--- src/csf_defs.vh ---
// constants for the charge session controller: register map, fields, timing
// assumes a 20 MHz system clock and a 32-bit avalon-mm slave
`ifndef CSF_DEFS_VH
`define CSF_DEFS_VH

// ****************************************
// register byte offsets
// ****************************************
`define CSF_REG_CTRL      4'h0
`define CSF_REG_STATUS    4'h4
`define CSF_REG_IRQ_STAT  4'h8
`define CSF_REG_IRQ_EN    4'hc

// ****************************************
// control fields
// ****************************************
`define CSF_CTRL_ENABLE   0
`define CSF_CTRL_LEVEL_LO 8
`define CSF_CTRL_LEVEL_HI 15
`define CSF_CTRL_RESET    32'h0000_0001

// ****************************************
// interrupt event bits
// ****************************************
`define CSF_EV_CHARGE     0
`define CSF_EV_FOREIGN    1
`define CSF_EV_FAULT      2
`define CSF_EV_COMPLETE   3
`define CSF_EV_REMOVED    4
`define CSF_EV_TIMEOUT    5
`define CSF_EV_WIDTH      6

// ****************************************
// timing
// ****************************************
`define CSF_CLK_HZ        20000000
`define CSF_INIT_MS       500
// counts are ms times clk_hz / 1000, the flash half period from half of CSF_BLINK_MS, sized to the 24-bit timers
`define CSF_INIT_CYCLES   24'h989680
`define CSF_BLINK_MS      1000
`define CSF_HALF_CYCLES   24'h989680
`define CSF_REQ_MS        100
`define CSF_REQ_CYCLES    24'h1e8480

`endif

--- src/csf_blink.v ---
// lamp flash timer: square wave with a one second period
// assumes a free-running clock at the rate given in the header
`timescale 1ns/1ps
`include "csf_defs.vh"

module csf_blink #(
  parameter [23:0] half_cycles = `CSF_HALF_CYCLES
) (
  clk,
  reset_n,
  restart,
  phase
);
  input  wire clk;
  input  wire reset_n;
  input  wire restart;
  output reg  phase;

  reg [23:0] count;

  // ****************************************
  // half period counter
  // ****************************************
  always @(posedge clk) begin
    if (!reset_n) begin
      count <= 24'h000000;
      phase <= 1'b1;
    end else if (restart) begin
      // the restart edge itself counts as the first cycle of the on phase
      count <= 24'h000001;
      phase <= 1'b1;
    end else if (count == half_cycles - 24'h000001) begin
      count <= 24'h000000;
      phase <= ~phase;
    end else begin
      count <= count + 24'h000001;
    end
  end
endmodule

--- src/csf_session.v ---
// charge session controller with red and green status lamps
// Operation
// after reset, init state lights green lamp half a second, then off
// standby search keeps both lamps dark
// search for receiver, accept power request, then start transfer
// charging flashes green lamp once per second
// foreign object while charging aborts, red flashes until removal
// other fault aborts, red lamp steady until removal
// communication and over-voltage/current/power/temperature inputs are faults
// receiver done: complete state, green steady until removal
// receiver removal from any state returns to standby; the init state ignores removal and leaves only when its timer ends
// session ends when power requests stop arriving
// power only with receiver present, at requested level; the level is clamped to the ctrl level field
// delivered power must match request, none lost to foreign objects
// flashing uses one second period, equal on and off, clock counter
// assumes: all inputs synchronous to clk; avalon-mm master holds requests
`timescale 1ns/1ps
`include "csf_defs.vh"

module csf_session #(
  parameter [23:0] init_cycles = `CSF_INIT_CYCLES,
  parameter [23:0] half_cycles = `CSF_HALF_CYCLES,
  parameter [23:0] req_cycles  = `CSF_REQ_CYCLES
) (
  clk,
  reset_n,
  rx_present,
  rx_identified,
  req_valid,
  req_level,
  rx_done,
  foreign_obj,
  comm_err,
  over_volt,
  over_curr,
  over_power,
  over_temp,
  power_match,
  address,
  read,
  write,
  writedata,
  readdata,
  waitrequest,
  power_on,
  power_level,
  lamp_green,
  lamp_red,
  irq
);
  input  wire        clk;
  input  wire        reset_n;
  input  wire        rx_present;
  input  wire        rx_identified;
  input  wire        req_valid;
  input  wire [7:0]  req_level;
  input  wire        rx_done;
  input  wire        foreign_obj;
  input  wire        comm_err;
  input  wire        over_volt;
  input  wire        over_curr;
  input  wire        over_power;
  input  wire        over_temp;
  input  wire        power_match;
  input  wire [3:0]  address;
  input  wire        read;
  input  wire        write;
  input  wire [31:0] writedata;
  output reg  [31:0] readdata;
  output reg         waitrequest;
  output reg         power_on;
  output reg  [7:0]  power_level;
  output reg         lamp_green;
  output reg         lamp_red;
  output reg         irq;

  // ****************************************
  // states
  // ****************************************
  localparam [2:0] st_init     = 3'h0;
  localparam [2:0] st_standby  = 3'h1;
  localparam [2:0] st_config   = 3'h2;
  localparam [2:0] st_charge   = 3'h3;
  localparam [2:0] st_foreign  = 3'h4;
  localparam [2:0] st_fault    = 3'h5;
  localparam [2:0] st_complete = 3'h6;

  reg  [2:0]  state;
  reg  [2:0]  next_state;
  reg  [23:0] timer;
  reg  [31:0] ctrl;
  reg  [`CSF_EV_WIDTH-1:0] irq_stat;
  reg  [`CSF_EV_WIDTH-1:0] irq_en;
  reg  [`CSF_EV_WIDTH-1:0] next_events;
  reg  [7:0]  granted;
  reg         bus_ack;
  reg         fault_any;
  reg         req_lost;
  wire        blink;
  wire        enabled;
  wire        bus_req;

  assign enabled = ctrl[`CSF_CTRL_ENABLE];
  assign bus_req = (read || write) && !bus_ack;

  // ****************************************
  // lamp flash timer
  // ****************************************
  csf_blink #(
    .half_cycles (half_cycles)
  ) u_blink (
    .clk     (clk),
    .reset_n (reset_n),
    .restart (state != next_state),
    .phase   (blink)
  );

  // ****************************************
  // fault and session loss detection
  // ****************************************
  always @* begin
    fault_any = comm_err || over_volt || over_curr ||
                over_power || over_temp;
    if (state == st_charge && !power_match)
      fault_any = 1'b1;
    req_lost = (state == st_charge || state == st_config) &&
               (timer >= req_cycles - 24'h000001);
  end

  // ****************************************
  // session state machine
  // ****************************************
  always @* begin
    next_state  = state;
    next_events = {`CSF_EV_WIDTH{1'b0}};
    case (state)
      st_init: begin
        if (timer >= init_cycles - 24'h000001)
          next_state = st_standby;
      end
      st_standby: begin
        if (enabled && rx_present && rx_identified)
          next_state = st_config;
      end
      st_config: begin
        if (fault_any) begin
          next_state = st_fault;
          next_events[`CSF_EV_FAULT] = 1'b1;
        end else if (req_lost) begin
          next_state = st_standby;
          next_events[`CSF_EV_TIMEOUT] = 1'b1;
        end else if (req_valid) begin
          next_state = st_charge;
          next_events[`CSF_EV_CHARGE] = 1'b1;
        end
      end
      st_charge: begin
        if (foreign_obj) begin
          next_state = st_foreign;
          next_events[`CSF_EV_FOREIGN] = 1'b1;
        end else if (fault_any) begin
          next_state = st_fault;
          next_events[`CSF_EV_FAULT] = 1'b1;
        end else if (rx_done) begin
          next_state = st_complete;
          next_events[`CSF_EV_COMPLETE] = 1'b1;
        end else if (req_lost) begin
          next_state = st_standby;
          next_events[`CSF_EV_TIMEOUT] = 1'b1;
        end
      end
      st_foreign: next_state = st_foreign;
      st_fault: next_state = st_fault;
      st_complete: next_state = st_complete;
      default: next_state = st_standby;
    endcase
    if (state != st_init && state != st_standby && !rx_present) begin
      next_state = st_standby;
      next_events = {`CSF_EV_WIDTH{1'b0}};
      next_events[`CSF_EV_REMOVED] = 1'b1;
    end
  end

  always @(posedge clk) begin
    if (!reset_n) begin
      state <= st_init;
      timer <= 24'h000000;
    end else begin
      state <= next_state;
      if (next_state != state || (state == st_charge && req_valid))
        timer <= 24'h000000;
      else if (timer != 24'hffffff)
        timer <= timer + 24'h000001;
    end
  end

  // ****************************************
  // power stage command
  // ****************************************
  always @(posedge clk) begin
    if (!reset_n) begin
      power_on    <= 1'b0;
      power_level <= 8'h00;
      granted     <= 8'h00;
    end else begin
      if (next_state == st_charge && req_valid)
        granted <= (req_level < ctrl[`CSF_CTRL_LEVEL_HI:`CSF_CTRL_LEVEL_LO])
                   ? req_level : ctrl[`CSF_CTRL_LEVEL_HI:`CSF_CTRL_LEVEL_LO];
      power_on <= (next_state == st_charge) && rx_present;
      if (next_state == st_charge && rx_present && req_valid)
        power_level <= (req_level <
                        ctrl[`CSF_CTRL_LEVEL_HI:`CSF_CTRL_LEVEL_LO])
                       ? req_level
                       : ctrl[`CSF_CTRL_LEVEL_HI:`CSF_CTRL_LEVEL_LO];
      else if (next_state == st_charge && rx_present)
        power_level <= granted;
      else
        power_level <= 8'h00;
    end
  end

  // ****************************************
  // lamps
  // ****************************************
  always @(posedge clk) begin
    if (!reset_n) begin
      lamp_green <= 1'b1;
      lamp_red   <= 1'b0;
    end else begin
      case (next_state)
        st_init: begin
          lamp_green <= 1'b1;
          lamp_red   <= 1'b0;
        end
        st_charge: begin
          // a fresh session starts lit, not on a stale flash phase
          lamp_green <= blink | (state != st_charge);
          lamp_red   <= 1'b0;
        end
        st_foreign: begin
          lamp_green <= 1'b0;
          lamp_red   <= blink | (state != st_foreign);
        end
        st_fault: begin
          lamp_green <= 1'b0;
          lamp_red   <= 1'b1;
        end
        st_complete: begin
          lamp_green <= 1'b1;
          lamp_red   <= 1'b0;
        end
        default: begin
          lamp_green <= 1'b0;
          lamp_red   <= 1'b0;
        end
      endcase
    end
  end

  // ****************************************
  // avalon-mm slave, one wait cycle per access
  // ****************************************
  always @(posedge clk) begin
    if (!reset_n) begin
      waitrequest <= 1'b1;
      bus_ack     <= 1'b0;
      readdata    <= 32'h0000_0000;
      ctrl        <= `CSF_CTRL_RESET | 32'h0000_ff00;
      irq_en      <= {`CSF_EV_WIDTH{1'b0}};
      irq_stat    <= {`CSF_EV_WIDTH{1'b0}};
      irq         <= 1'b0;
    end else begin
      bus_ack     <= bus_req;
      waitrequest <= !bus_req;
      if (bus_req && write) begin
        case (address)
          `CSF_REG_CTRL:   ctrl   <= writedata & 32'h0000_ff01;
          `CSF_REG_IRQ_EN: irq_en <= writedata[`CSF_EV_WIDTH-1:0];
          default: ;
        endcase
      end
      // set wins over a clear in the same cycle
      if (bus_req && write && address == `CSF_REG_IRQ_STAT)
        irq_stat <= (irq_stat & ~writedata[`CSF_EV_WIDTH-1:0]) |
                    next_events;
      else
        irq_stat <= irq_stat | next_events;
      irq <= |((irq_stat | next_events) & irq_en);
      if (bus_req && read) begin
        case (address)
          `CSF_REG_CTRL:     readdata <= ctrl;
          `CSF_REG_STATUS:   readdata <= {16'h0000, power_level,
                                          2'h0, power_on, lamp_red,
                                          lamp_green, state};
          `CSF_REG_IRQ_STAT: readdata <= {26'h0, irq_stat};
          `CSF_REG_IRQ_EN:   readdata <= {26'h0, irq_en};
          default:           readdata <= 32'h0000_0000;
        endcase
      end
    end
  end
endmodule

--- config.mk ---
export PLATFORM = sky130hd
export DESIGN_NAME = csf_session
export DESIGN_NICKNAME = d
export VERILOG_FILES = /design/src/csf_blink.v /design/src/csf_session.v
export VERILOG_INCLUDE_DIRS = /design/src
export SDC_FILE = /design/constraint.sdc
export NUM_CORES = 1
export LEC_CHECK = 0
export BUFFER_PORTS_ARGS = -buffer_cell sky130_fd_sc_hd__clkbuf_2
export CAP_MARGIN = 20
export CORE_MARGIN = 2
export CORE_UTILIZATION = 50
export DETAILED_ROUTE_END_ITERATION = 7
export PLACE_DENSITY_LB_ADDON = 0.3
export SYNTH_ARGS = -nofsm -noshare
export SYNTH_HDL_FRONTEND = slang
export SYNTH_SLANG_ARGS = --single-unit
--- constraint.sdc ---
create_clock -name clk -period 3.55 [get_ports clk]
set_input_delay 0.1775 -clock clk [delete_from_list [all_inputs] [get_ports clk]]
set_output_delay 0.1775 -clock clk [all_outputs]
set_load 0.005 [all_outputs]
---- Word level (Yosys, flattened, before mapping) ----
Index checks and enable logic that the tools add are counted.
word-level totals
  output and inout port bits .............. 45
  logic and storage cells ................. 127
  register bits after elaboration ......... 127
cells by class
  reductions and logical operators ........ 36
  bitwise gates (word level) .............. 9
  add/sub/neg operators ................... 2
  multiplexer cells ....................... 40
  eq/ne operators ......................... 20
  order comparisons ....................... 3
operator list
  operator                 count
  $pmux W16 S4             1
  $add A24 B1 Y24 const B  2
  $mux W3                  10
  $eq A24 B24 Y1 const B   1
  $ge A24 B21 Y1 const B   1
  $ge A24 B24 Y1 const B   1
  $mux W8                  3
  $ne A24 B24 Y1 const B   1
  $pmux W3 S7              1
  $eq A3 B3 Y1 const B     6
  $mux W1                  18
  $logic_and A1 B1 Y1      14
  $and A6 B6 Y6            2
  $mux W6                  2
  $or A6 B6 Y6             2
  $eq A3 B2 Y1 const B     3
  $eq A4 B4 Y1 const B     2
  $lt A8 B8 Y1             1
  $pmux W1 S2              4
  $logic_or A1 B1 Y1       7
  $logic_not A3 Y1         2
  $ne A3 B3 Y1             2
  $not A6 Y6               1
  $reduce_or A2 Y1         3
  14 further kinds         20

---- Depth between registers and ports, before layout ----
Gate-level depths: netlist (run 1).
  word-level depth ........................ 13
  mapped depth ............................ 9
  mapped depth without buffers ............ 8

---- Hierarchy ----
From an unflattened synthesis (run 1), not the netlist that was laid out.
second synthesis, totals
  cell total of the unflattened synthesis .. 663
  area total of the unflattened synthesis .. 5534.1 um2
modules (own cells, without submodules)
  module       area an instance (um2)  instances  seq. area each (um2)  cells each
  csf_session  4364.2                  1          1681.6                526
  csf_blink    1169.9                  1          500.5                 137

---- Worst setup path after synthesis (run 1) ----
No wires, ideal clock.
  path kind ............................... input-to-reg
  from .................................... input port comm_err
  to ...................................... register u_blink.phase
  data arrival time ....................... 2.189 ns
  slack ................................... 1.227 ns
  required time ........................... 3.416 ns
  path buffers ............................ 1
  cell stages on the path ................. 7
  cells stage by stage .................... or4_1 -> buf_2 -> o311ai_2 -> a21oi_1 -> a311oi_4 -> a21oi_2 -> or4_1
on the way
  longest elaborated chain between the ends .. 11
ends and longest elaborated chain
  element                            RTL line           text
  start, declared                    csf_session.v:59   input wire comm_err;
  $logic_or A1 B1 Y1 * (3 in a row)  csf_session.v:122  fault_any = comm_err || over_volt || over_curr ||
  $logic_or A1 B1 Y1 *               csf_session.v:123  over_power || over_temp;
  $mux W1 *                          csf_session.v:124  if (state == st_charge && !power_match)
  $mux W3                            csf_session.v:161  end else if (fault_any) begin
  $mux W3                            csf_session.v:158  if (foreign_obj) begin
  $pmux W3 S7 *                      csf_session.v:136  case (state)
  $mux W3 *                          csf_session.v:177  if (state != st_init && state != st_standby && !rx_present) begin
  $ne A3 B3 Y1 *                     csf_session.v:114  .restart (state != next_state),
  $reduce_or A2 Y1 (no line) *       n/a
  end signal, assigned               csf_blink.v:34     phase <= ~phase;
  end, declared                      csf_blink.v:17     output reg phase;
Mark *: on every way between the ends. The rest lies on a longest branch, timed or not.
A chain may end at the register's enable or synchronous reset.

---- Final worst setup path (run 1) ----
  from .................................... register state[0]
  to ...................................... register u_blink.count[19]
on the way
  longest elaborated chain between the ends .. 11
ends and longest elaborated chain
  element                                 RTL line                                                 text
  start, declared                         csf_session.v:88                                         reg [2:0] state;
  start signal, assigned                  csf_session.v:186                                        state <= st_init;
  start signal, assigned                  csf_session.v:189                                        state <= next_state;
  $eq A3 B2 Y1, on equally long branches  csf_session.v:124, csf_session.v:126, csf_session.v:136
  $logic_or A1 B1 Y1                      csf_session.v:126                                        req_lost = (state == st_charge || state == st_config) &&
  $logic_and A1 B1 Y1                     csf_session.v:126
  $mux W3                                 csf_session.v:167                                        end else if (req_lost) begin
  $mux W3                                 csf_session.v:164                                        end else if (rx_done) begin
  $mux W3                                 csf_session.v:161
  $mux W3                                 csf_session.v:158
  $pmux W3 S7                             csf_session.v:136
  $mux W3                                 csf_session.v:177
  $ne A3 B3 Y1 *                          csf_session.v:114
  $reduce_or A3 Y1 (no line) *            n/a
  end signal, assigned                    csf_blink.v:36                                           count <= count + 24'h000001;
  end, declared                           csf_blink.v:19                                           reg [23:0] count;
Marks and branches as above.

==> impl_table.tex, run 1 <==
\begin{tabular}{lr}
\hline
Metric & Value \\
\hline
\multicolumn{2}{l}{\textbf{Status}} \\
\quad Outcome & complete, no violations \\
\multicolumn{2}{l}{\textbf{Clock network}} \\
\quad TritonCTS clock tree & done \\
\quad Level count of the clock H-tree & 3 \\
\quad Post-cts sizing count & 0 \\
\quad Clock Sinks & 109 \\
\quad Worst-case clock buffer depth & 2 \\
\quad TritonCTS Buffers & 9 \\
\quad Hold buffer count at CTS & 0 \\
\quad Number of setup buffers added after CTS & 0 \\
\quad Clock slew at the register clock pins of the worst setup and hold paths & 0.06 ns \\
\quad Worst skew pair latency & 0.35 ns \\
\quad Buffer cell driving the clock tree root & clkbuf\_16 \\
\multicolumn{2}{l}{\textbf{Setup path}} \\
\quad Highest-delay cell along the critical path & a21oi\_4 \\
\quad Critical path peak fanout & 30 \\
\quad Data required time at the worst endpoint & 3.76 ns \\
\quad Critical Path Sink Type & register \\
\quad Delay of the slowest critical-path stage & 0.59 ns \\
\quad Critical path origin & state[0] \\
\quad CP Launch Type & register \\
\quad Cells traversed along the worst timing path & nand2b\_1 > nor4\_1 > a21o\_1 > a311oi\_4 > a21oi\_4 > buf\_12 > nor3\_1 \\
\quad Crit path DAT & 2.97 ns \\
\quad Classification of the worst setup path & register to register \\
\quad Worst reg2reg startpoint & state[0] \\
\multicolumn{2}{l}{\textbf{Routing}} \\
\quad Count of unresolved DRC violations after routing & 0 \\
\quad Post-route ant nets & 0 \\
\quad Detail-routed via count per cell & 5.729 \\
\quad Iteration count of the initial detailed-routing pass & 5 \\
\quad Violation count after the first detailed-routing iteration & 314 \\
\quad Total number of vias & 4996 \\
\quad Average wire per cell in the routed design & 14.56 um \\
\quad Wirelength, routed & 12700 um \\
\multicolumn{2}{l}{\textbf{Cells and area}} \\
\quad Leading cell type in the layout, fill and taps excluded & dfxtp\_1 \\
\quad P\&R area growth vs syn & 11.28\% \\
\quad Post-layout net count & 792 \\
\quad Layout cell share with drive strength beyond 1 & 14.95\% \\
\quad Total inserted antenna cells & 0 \\
\quad Final std cells w/o fill & 872 \\
\quad Most used cells in the layout excluding fill and tap cells & 109 x dfxtp\_1, 67 x clkbuf\_2, 60 x nand2\_1 \\
\multicolumn{2}{l}{\textbf{Logic synthesis}} \\
\quad Sequential area share after synthesis & 38.11\% \\
\quad Post-synthesis cell type count & 68 \\
\quad Main flop type after synthesis & dfxtp\_1 \\
\quad Number of warnings printed during yosys synthesis & 0 \\
\quad Synthesized area & 5725 um\^{}2 \\
\quad Number of flops mapped to enable cells by yosys & 0 \\
\quad Number of standard cells after synthesis & 673 \\
\quad Share of flip-flops with an asynchronous set or reset after synthesis & 0\% \\
\quad Post-synthesis sequential element count & 109 \\
\quad Mean instance size in the synthesized netlist & 8.507 um\^{}2 \\
\multicolumn{2}{l}{\textbf{Placement}} \\
\quad Half-perimeter wire length after detailed placement & 9454 um \\
\quad Port bufs & 67 \\
\quad Gp weighted congestion & 0.8562 \\
\quad Number of cells in the design after placement & 856 \\
\multicolumn{2}{l}{\textbf{Global routing}} \\
\quad Wire length of the first global-routing pass & 21780 um \\
\quad Antenna violations before repair & 0 \\
\quad All-Layer GR Usage & 20.83\% \\
\quad Vias in the first global route & 4733 \\
\quad GRT Residual Overflow & 0 \\
\quad Pin count of the biggest net entering global routing & 34 \\
\multicolumn{2}{l}{\textbf{Die}} \\
\quad IO Pins & 104 \\
\quad Starting utilization of the core area & 50.79\% \\
\quad Row count & 39 \\
\quad DIE WIDTH & 111.0 um \\
\quad DIE AREA & 12320 um\^{}2 \\
\quad Vertical die dimension & 111.0 um \\
\quad Core area & 11270 um\^{}2 \\
\multicolumn{2}{l}{\textbf{Timing}} \\
\quad Minimum clock period & 2.758 ns \\
\quad Number of endpoints failing setup at the final stage & 0 \\
\quad Slew at the pin closest to its max-slew limit & 0.8987 ns \\
\quad Fin Hold WS & 0.05129 ns \\
\quad Post-route clock period utilization & 77.68\% \\
\quad Accumulated negative setup slack & 0 ns \\
\quad Setup repair after global routing missed its margin & no \\
\quad Final Hold Violating Endpoints & 0 \\
\quad Achievable clock frequency & 362.6 MHz \\
\quad Max Transition Viols Final & 0 \\
\quad Worst clock skew & 0.005862 ns \\
\quad Headroom to the max-slew limit & 39.82\% \\
\multicolumn{2}{l}{\textbf{Power and ir drop}} \\
\quad Areal power density over the cells & 363.4 nW/um\^{}2 \\
\quad Total power & 2.315 mW \\
\quad Static Leakage & 2.446 nW \\
\quad Worst vdd ir & 0.2875 mV \\
\multicolumn{2}{l}{\textbf{Min path}} \\
\quad Min-Delay Path Class & primary input to register \\
\quad Hold path start & writedata[11] \\
\multicolumn{2}{l}{\textbf{Flow run}} \\
\quad Max-capacitance violation count & 0 \\
\hline
\end{tabular}
==> per-layer routing <==
layer / global-route usage [%] / wire length (um)
met3: 4.374 / 519
met5: 0 / 0
met4: 7.984 / 198
met1: 26.68 / 5897
met2: 34.64 / 6083
==> cell families (layout without fill, tap and decap cells) <==
kind of cell	Yosys count	count (layout)	synth area share, %
flip-flops	109	109	38.11
multiplexers	21	21	3.999
AO/OA/AOI/OAI	117	117	15.63
other	1	18	0.06550
adder cells (fa/ha/maj)	9	9	1.967
buffers and inverters	78	117	6.709
XOR/XNOR	45	45	6.884
AND/OR/NAND/NOR	293	293	26.64
==> synthesized netlist by cell type (3+ instances only) <==
cell type  instances  area (um^2)
a2111oi_0          9        78.83
a211oi_1          10        75.07
a21o_1             3        22.52
a21oi_1           17        85.08
a221oi_1           8        70.07
a22o_1             5        43.79
a22oi_1            7        52.55
a31oi_1            4        25.02
and2_1             8        50.05
and3_1             7        43.79
and4_1             5        43.79
buf_4             18        135.1
buf_6              3        33.78
clkbuf_1          28        105.1
dfxtp_1          109         2182
ha_1               9        112.6
inv_1             26        97.59
mux2_2             5        56.30
mux2i_1           15        150.1
nand2_1           60        225.2
nand2b_1           5        31.28
nand3_1           28        140.1
nand4_1           15        93.84
nor2_1            53        198.9
nor2b_1            5        31.28
nor3_1            56        280.3
nor3_2             4        40.04
nor3b_1            4        30.03
nor4_1            21        131.4
nor4bb_1           3        30.03
o211ai_1          10        75.07
o21ai_0           17        85.08
or3_1              3        18.77
or4_1              5        37.54
xnor2_1           30        262.8
xor2_1            15        131.4
==> report_power, final <==
| group | internal (mW) | switching (mW) | total, mW | leakage, nW |
|---|---|---|---|---|
| registers | 1.23 | 0.0115 | 1.25 | 0.880 |
| clock network | 0.496 | 0.431 | 0.927 | 0.130 |
| logic | 0.0535 | 0.0895 | 0.143 | 1.44 |
==> final timing paths <==
check                                    endpoint  slack (ns)  depth (start not counted)
worst max register to register  u_blink.count[19]        0.79                          7
worst min-delay path                     ctrl[11]        0.05                          3
worst max-delay path            u_blink.count[19]        0.79                          7
worst min register to register            bus_ack        0.47                          1
==> area by class of cell <==
type | instances | area, um^2
fillers | 1034 | 4901
repair buffers | 74 | 400.4
clock buffers | 13 | 250.2
well taps | 143 | 178.9
clock inverters | 3 | 21.27
inverters | 27 | 101.3
multi-input cells | 503 | 3237
flip-flops and latches | 109 | 2182
==> sequential cells by signal (all words and copies together), names as in the netlist, 3 cells and up <==
signal	flops
ctrl	9
granted	8
irq_en	6
irq_stat	6
power_level	8
readdata	14
state	3
timer	24
u_blink.count	24
==> stage by stage <==
stage | area (um^2) | setup WS, ns | util [%]
2_1_floorplan | 5789 | 1.227 | -
3_3_place_gp | 6100 | 0.7871 | 54.11
3_5_place_dp | 6100 | 0.7510 | 54.11
4_1_cts | 6371 | 0.8077 | 56.52
5_1_grt | 6371 | 0.5013 | 56.52
6_report | 6371 | 0.7923 | 56.52
==> worst max-delay path: cells and delay by family (launching register included) <==
kind | cells | cell delay [ns]
buffers and inverters | 1 | 0.26
flip-flops | 1 | 0.53
AO/OA/AOI/OAI | 3 | 0.93
AND/OR/NAND/NOR | 3 | 0.89
(Power assumes the default switching activity.)
==> run 2: changes to the inputs <==
==> constraint.sdc (replaced) <==
create_clock -name clk -period 2.3 [get_ports clk]
set_input_delay 0.115 -clock clk [delete_from_list [all_inputs] [get_ports clk]]
set_output_delay 0.115 -clock clk [all_outputs]
set_load 0.005 [all_outputs]
==> impl_table.tex, run 2 (synthesis results as in run 1) <==
\begin{tabular}{lr}
\hline
Metric & Value \\
\hline
\multicolumn{2}{l}{\textbf{Power and ir drop}} \\
\quad Worst vdd ir & 0.5053 mV (+76\%) \\
\quad Static Leakage & 2.773 nW (+13\%) \\
\quad Areal power density over the cells & 517.9 nW/um\^{}2 (+42\%) \\
\multicolumn{2}{l}{\textbf{Timing}} \\
\quad Setup repair after global routing missed its margin & yes \\
\quad Max Transition Viols Final & 0 (unchanged) \\
\quad Slew at the pin closest to its max-slew limit & 0.5522 ns (-0.3465 ns) \\
\quad Minimum clock period & 2.284 ns (-0.4736 ns) \\
\quad Post-route clock period utilization & 99.31\% (+22 points) \\
\quad Accumulated negative setup slack & 0 ns (unchanged) \\
\quad Number of endpoints failing setup at the final stage & 0 (unchanged) \\
\quad Final Hold Violating Endpoints & 0 (unchanged) \\
\quad Fin Hold WS & 0.008818 ns (-0.04247 ns) \\
\quad Achievable clock frequency & 437.8 MHz (+21\%) \\
\quad Worst clock skew & 0.007657 ns (+0.001795 ns) \\
\quad Headroom to the max-slew limit & 62.80\% (+23 points) \\
\multicolumn{2}{l}{\textbf{Routing}} \\
\quad Wirelength, routed & 14800 um (+17\%) \\
\quad Detail-routed via count per cell & 5.831 (+1.8\%) \\
\quad Average wire per cell in the routed design & 15.92 um (+9.3\%) \\
\quad Post-route ant nets & 0 (unchanged) \\
\quad Iteration count of the initial detailed-routing pass & 5 (unchanged) \\
\quad Count of unresolved DRC violations after routing & 0 (unchanged) \\
\quad Violation count after the first detailed-routing iteration & 397 (+26\%) \\
\quad Total number of vias & 5423 (+8.5\%) \\
\multicolumn{2}{l}{\textbf{Clock network}} \\
\quad Level count of the clock H-tree & 3 (unchanged) \\
\quad Clock Sinks & 109 (unchanged) \\
\quad TritonCTS clock tree & done \\
\quad TritonCTS Buffers & 9 (unchanged) \\
\quad Clock slew at the register clock pins of the worst setup and hold paths & 0.07 ns (about the same) \\
\quad Worst skew pair latency & 0.35 ns (about the same) \\
\quad Buffer cell driving the clock tree root & clkbuf\_16 \\
\quad Worst-case clock buffer depth & 2 (unchanged) \\
\multicolumn{2}{l}{\textbf{Placement}} \\
\quad Post-place instance area & 6460 um\^{}2 (+5.9\%) \\
\quad Gp weighted congestion & 0.9132 (+6.7\%) \\
\quad Number of cells in the design after placement & 904 (+5.6\%) \\
\quad Half-perimeter wire length after detailed placement & 10740 um (+14\%) \\
\quad Port bufs & 67 (unchanged) \\
\multicolumn{2}{l}{\textbf{Setup path}} \\
\quad Crit path DAT & 2.58 ns (-0.39 ns) \\
\quad R2r endpoint & lamp\_green \\
\quad Classification of the worst setup path & register to register \\
\quad CP Launch Type & register \\
\quad Worst-case register-to-register setup slack & 0.02 ns (-0.78 ns) \\
\quad Data required time at the worst endpoint & 2.59 ns (-1.17 ns) \\
\quad Number of cells traversed by the worst register-to-register path & 8 (+1) \\
\quad Critical Path Sink Type & register \\
\quad Critical path peak fanout & 3 (-90\%) \\
\quad Worst reg2reg startpoint & timer[12] \\
\multicolumn{2}{l}{\textbf{Global routing}} \\
\quad All-Layer GR Usage & 23.61\% (+2.8 points) \\
\quad Antenna violations before repair & 0 (unchanged) \\
\quad Vias in the first global route & 5356 (+13\%) \\
\quad Wire length of the first global-routing pass & 24480 um (+12\%) \\
\quad Pin count of the biggest net entering global routing & 25 (-26\%) \\
\quad GRT Residual Overflow & 0 (unchanged) \\
\multicolumn{2}{l}{\textbf{Cells and area}} \\
\quad Most used cells in the layout excluding fill and tap cells & 102 x dfxtp\_1, 67 x clkbuf\_2, 58 x nand2\_1, 58 x buf\_4, 54 x nor3\_1 \\
\quad P\&R area growth vs syn & 22.53\% \\
\quad Multi-input gate area & 3408 um\^{}2 (+5.3\%) \\
\quad Final std cells w/o fill & 930 (+6.7\%) \\
\quad Layout Utilization & 62.24\% (+5.7 points) \\
\quad Filler cell count in the final layout & 991 (-4.2\%) \\
\quad Total inserted antenna cells & 0 (unchanged) \\
\quad Register Area & 2196 um\^{}2 (+0.63\%) \\
\quad Design Area, Final & 7015 um\^{}2 (+10\%) \\
\quad Largest registers & timer x24, u\_blink.count x24, readdata x14 \\
\quad Post-layout net count & 850 (+7.3\%) \\
\quad Layout cell share with drive strength beyond 1 & 24.90\% (+10 points) \\
\quad Leading cell type in the layout, fill and taps excluded & dfxtp\_1 \\
\multicolumn{2}{l}{\textbf{Min path}} \\
\quad Min-Delay Endpoint & irq\_en[4] \\
\quad Hold path start & writedata[4] \\
\quad Min-Delay Path Class & primary input to register \\
\quad Cell depth of the worst min-delay path & 3 (unchanged) \\
\multicolumn{2}{l}{\textbf{Flow run}} \\
\quad Max-capacitance violation count & 0 (unchanged) \\
\multicolumn{2}{l}{\textbf{Die}} \\
\quad DIE WIDTH & 111.0 um (unchanged) \\
\quad Starting utilization of the core area & 50.79\% (unchanged) \\
\quad DIE AREA & 12320 um\^{}2 (unchanged) \\
\quad Row count & 39 (unchanged) \\
\quad Core area & 11270 um\^{}2 (unchanged) \\
\quad IO Pins & 104 (unchanged) \\
\quad Vertical die dimension & 111.0 um (unchanged) \\
\multicolumn{2}{l}{\textbf{Status}} \\
\quad Outcome & complete, no violations \\
\hline
\end{tabular}
==> run 2: worst max-delay path: stages, from the launching register on <==
cell and delay (ns):
dfxtp_2 0.33, nor4_4 0.28, o31a_1 0.21, o211ai_1 0.18, buf_4 0.19, buf_4 0.13
o311a_1 0.29, or4_1 0.49, nand4_1 0.11
==> run 2: metrics by stage <==
stage	setup WS [ns]	total power [mW]
3_3_place_gp	-0.1370	2.197
3_5_place_dp	-0.2598	2.205
4_1_cts	-0.01424	3.655
6_report	0.01592	3.633
5_1_grt	-0.03997	3.781
2_1_floorplan	0.03968	2.124
==> run 2: area by class of cell <==
type                       count  share of cell area (%)
timing repair buffer         132                   12.20
sequential                   109                   31.30
clock inverter                 6                  0.6599
inverter                      27                   1.445
clock buffer                  10                   3.264
tap                          143                   2.550
multi-input combinational    503                   48.58
==> run 2: report_power, final <==
part	switching [mW]	internal [mW]
registers	0.0135	1.90
clock network	0.708	0.745
logic	0.160	0.105
==> run 2: worst max-delay path by stage <==
stage	start	slack (ns)	end
final	timer[12]	0.02	lamp_green
after global routing	ctrl[10]	-0.04	granted[1]
after CTS	timer[4]	-0.01	granted[7]
after detailed placement	comm_err	-0.26	granted[5]
after global placement	comm_err	-0.14	granted[4]
after floorplan	comm_err	0.04	u_blink.phase
==> run 2: routing by layer <==
layer,wire (um),vias to the layer above,GRT usage [%]
li1,-,2643,-
met4,312,0,8.724
met2,7471,186,42.04
met5,0,-,0
met3,738,34,4.811
met1,6278,2560,28.13
==> run 2: what timing repair did <==
action / 4_1_cts / 5_1_grt
pin swaps: 3 / 10
endpoints found under the hold margin: 5 / 0
hold buffers: 5 / 0
endpoints found under the setup margin: 8 / 56
setup buffers: 0 / 5
gates resized for setup: 8 / 43
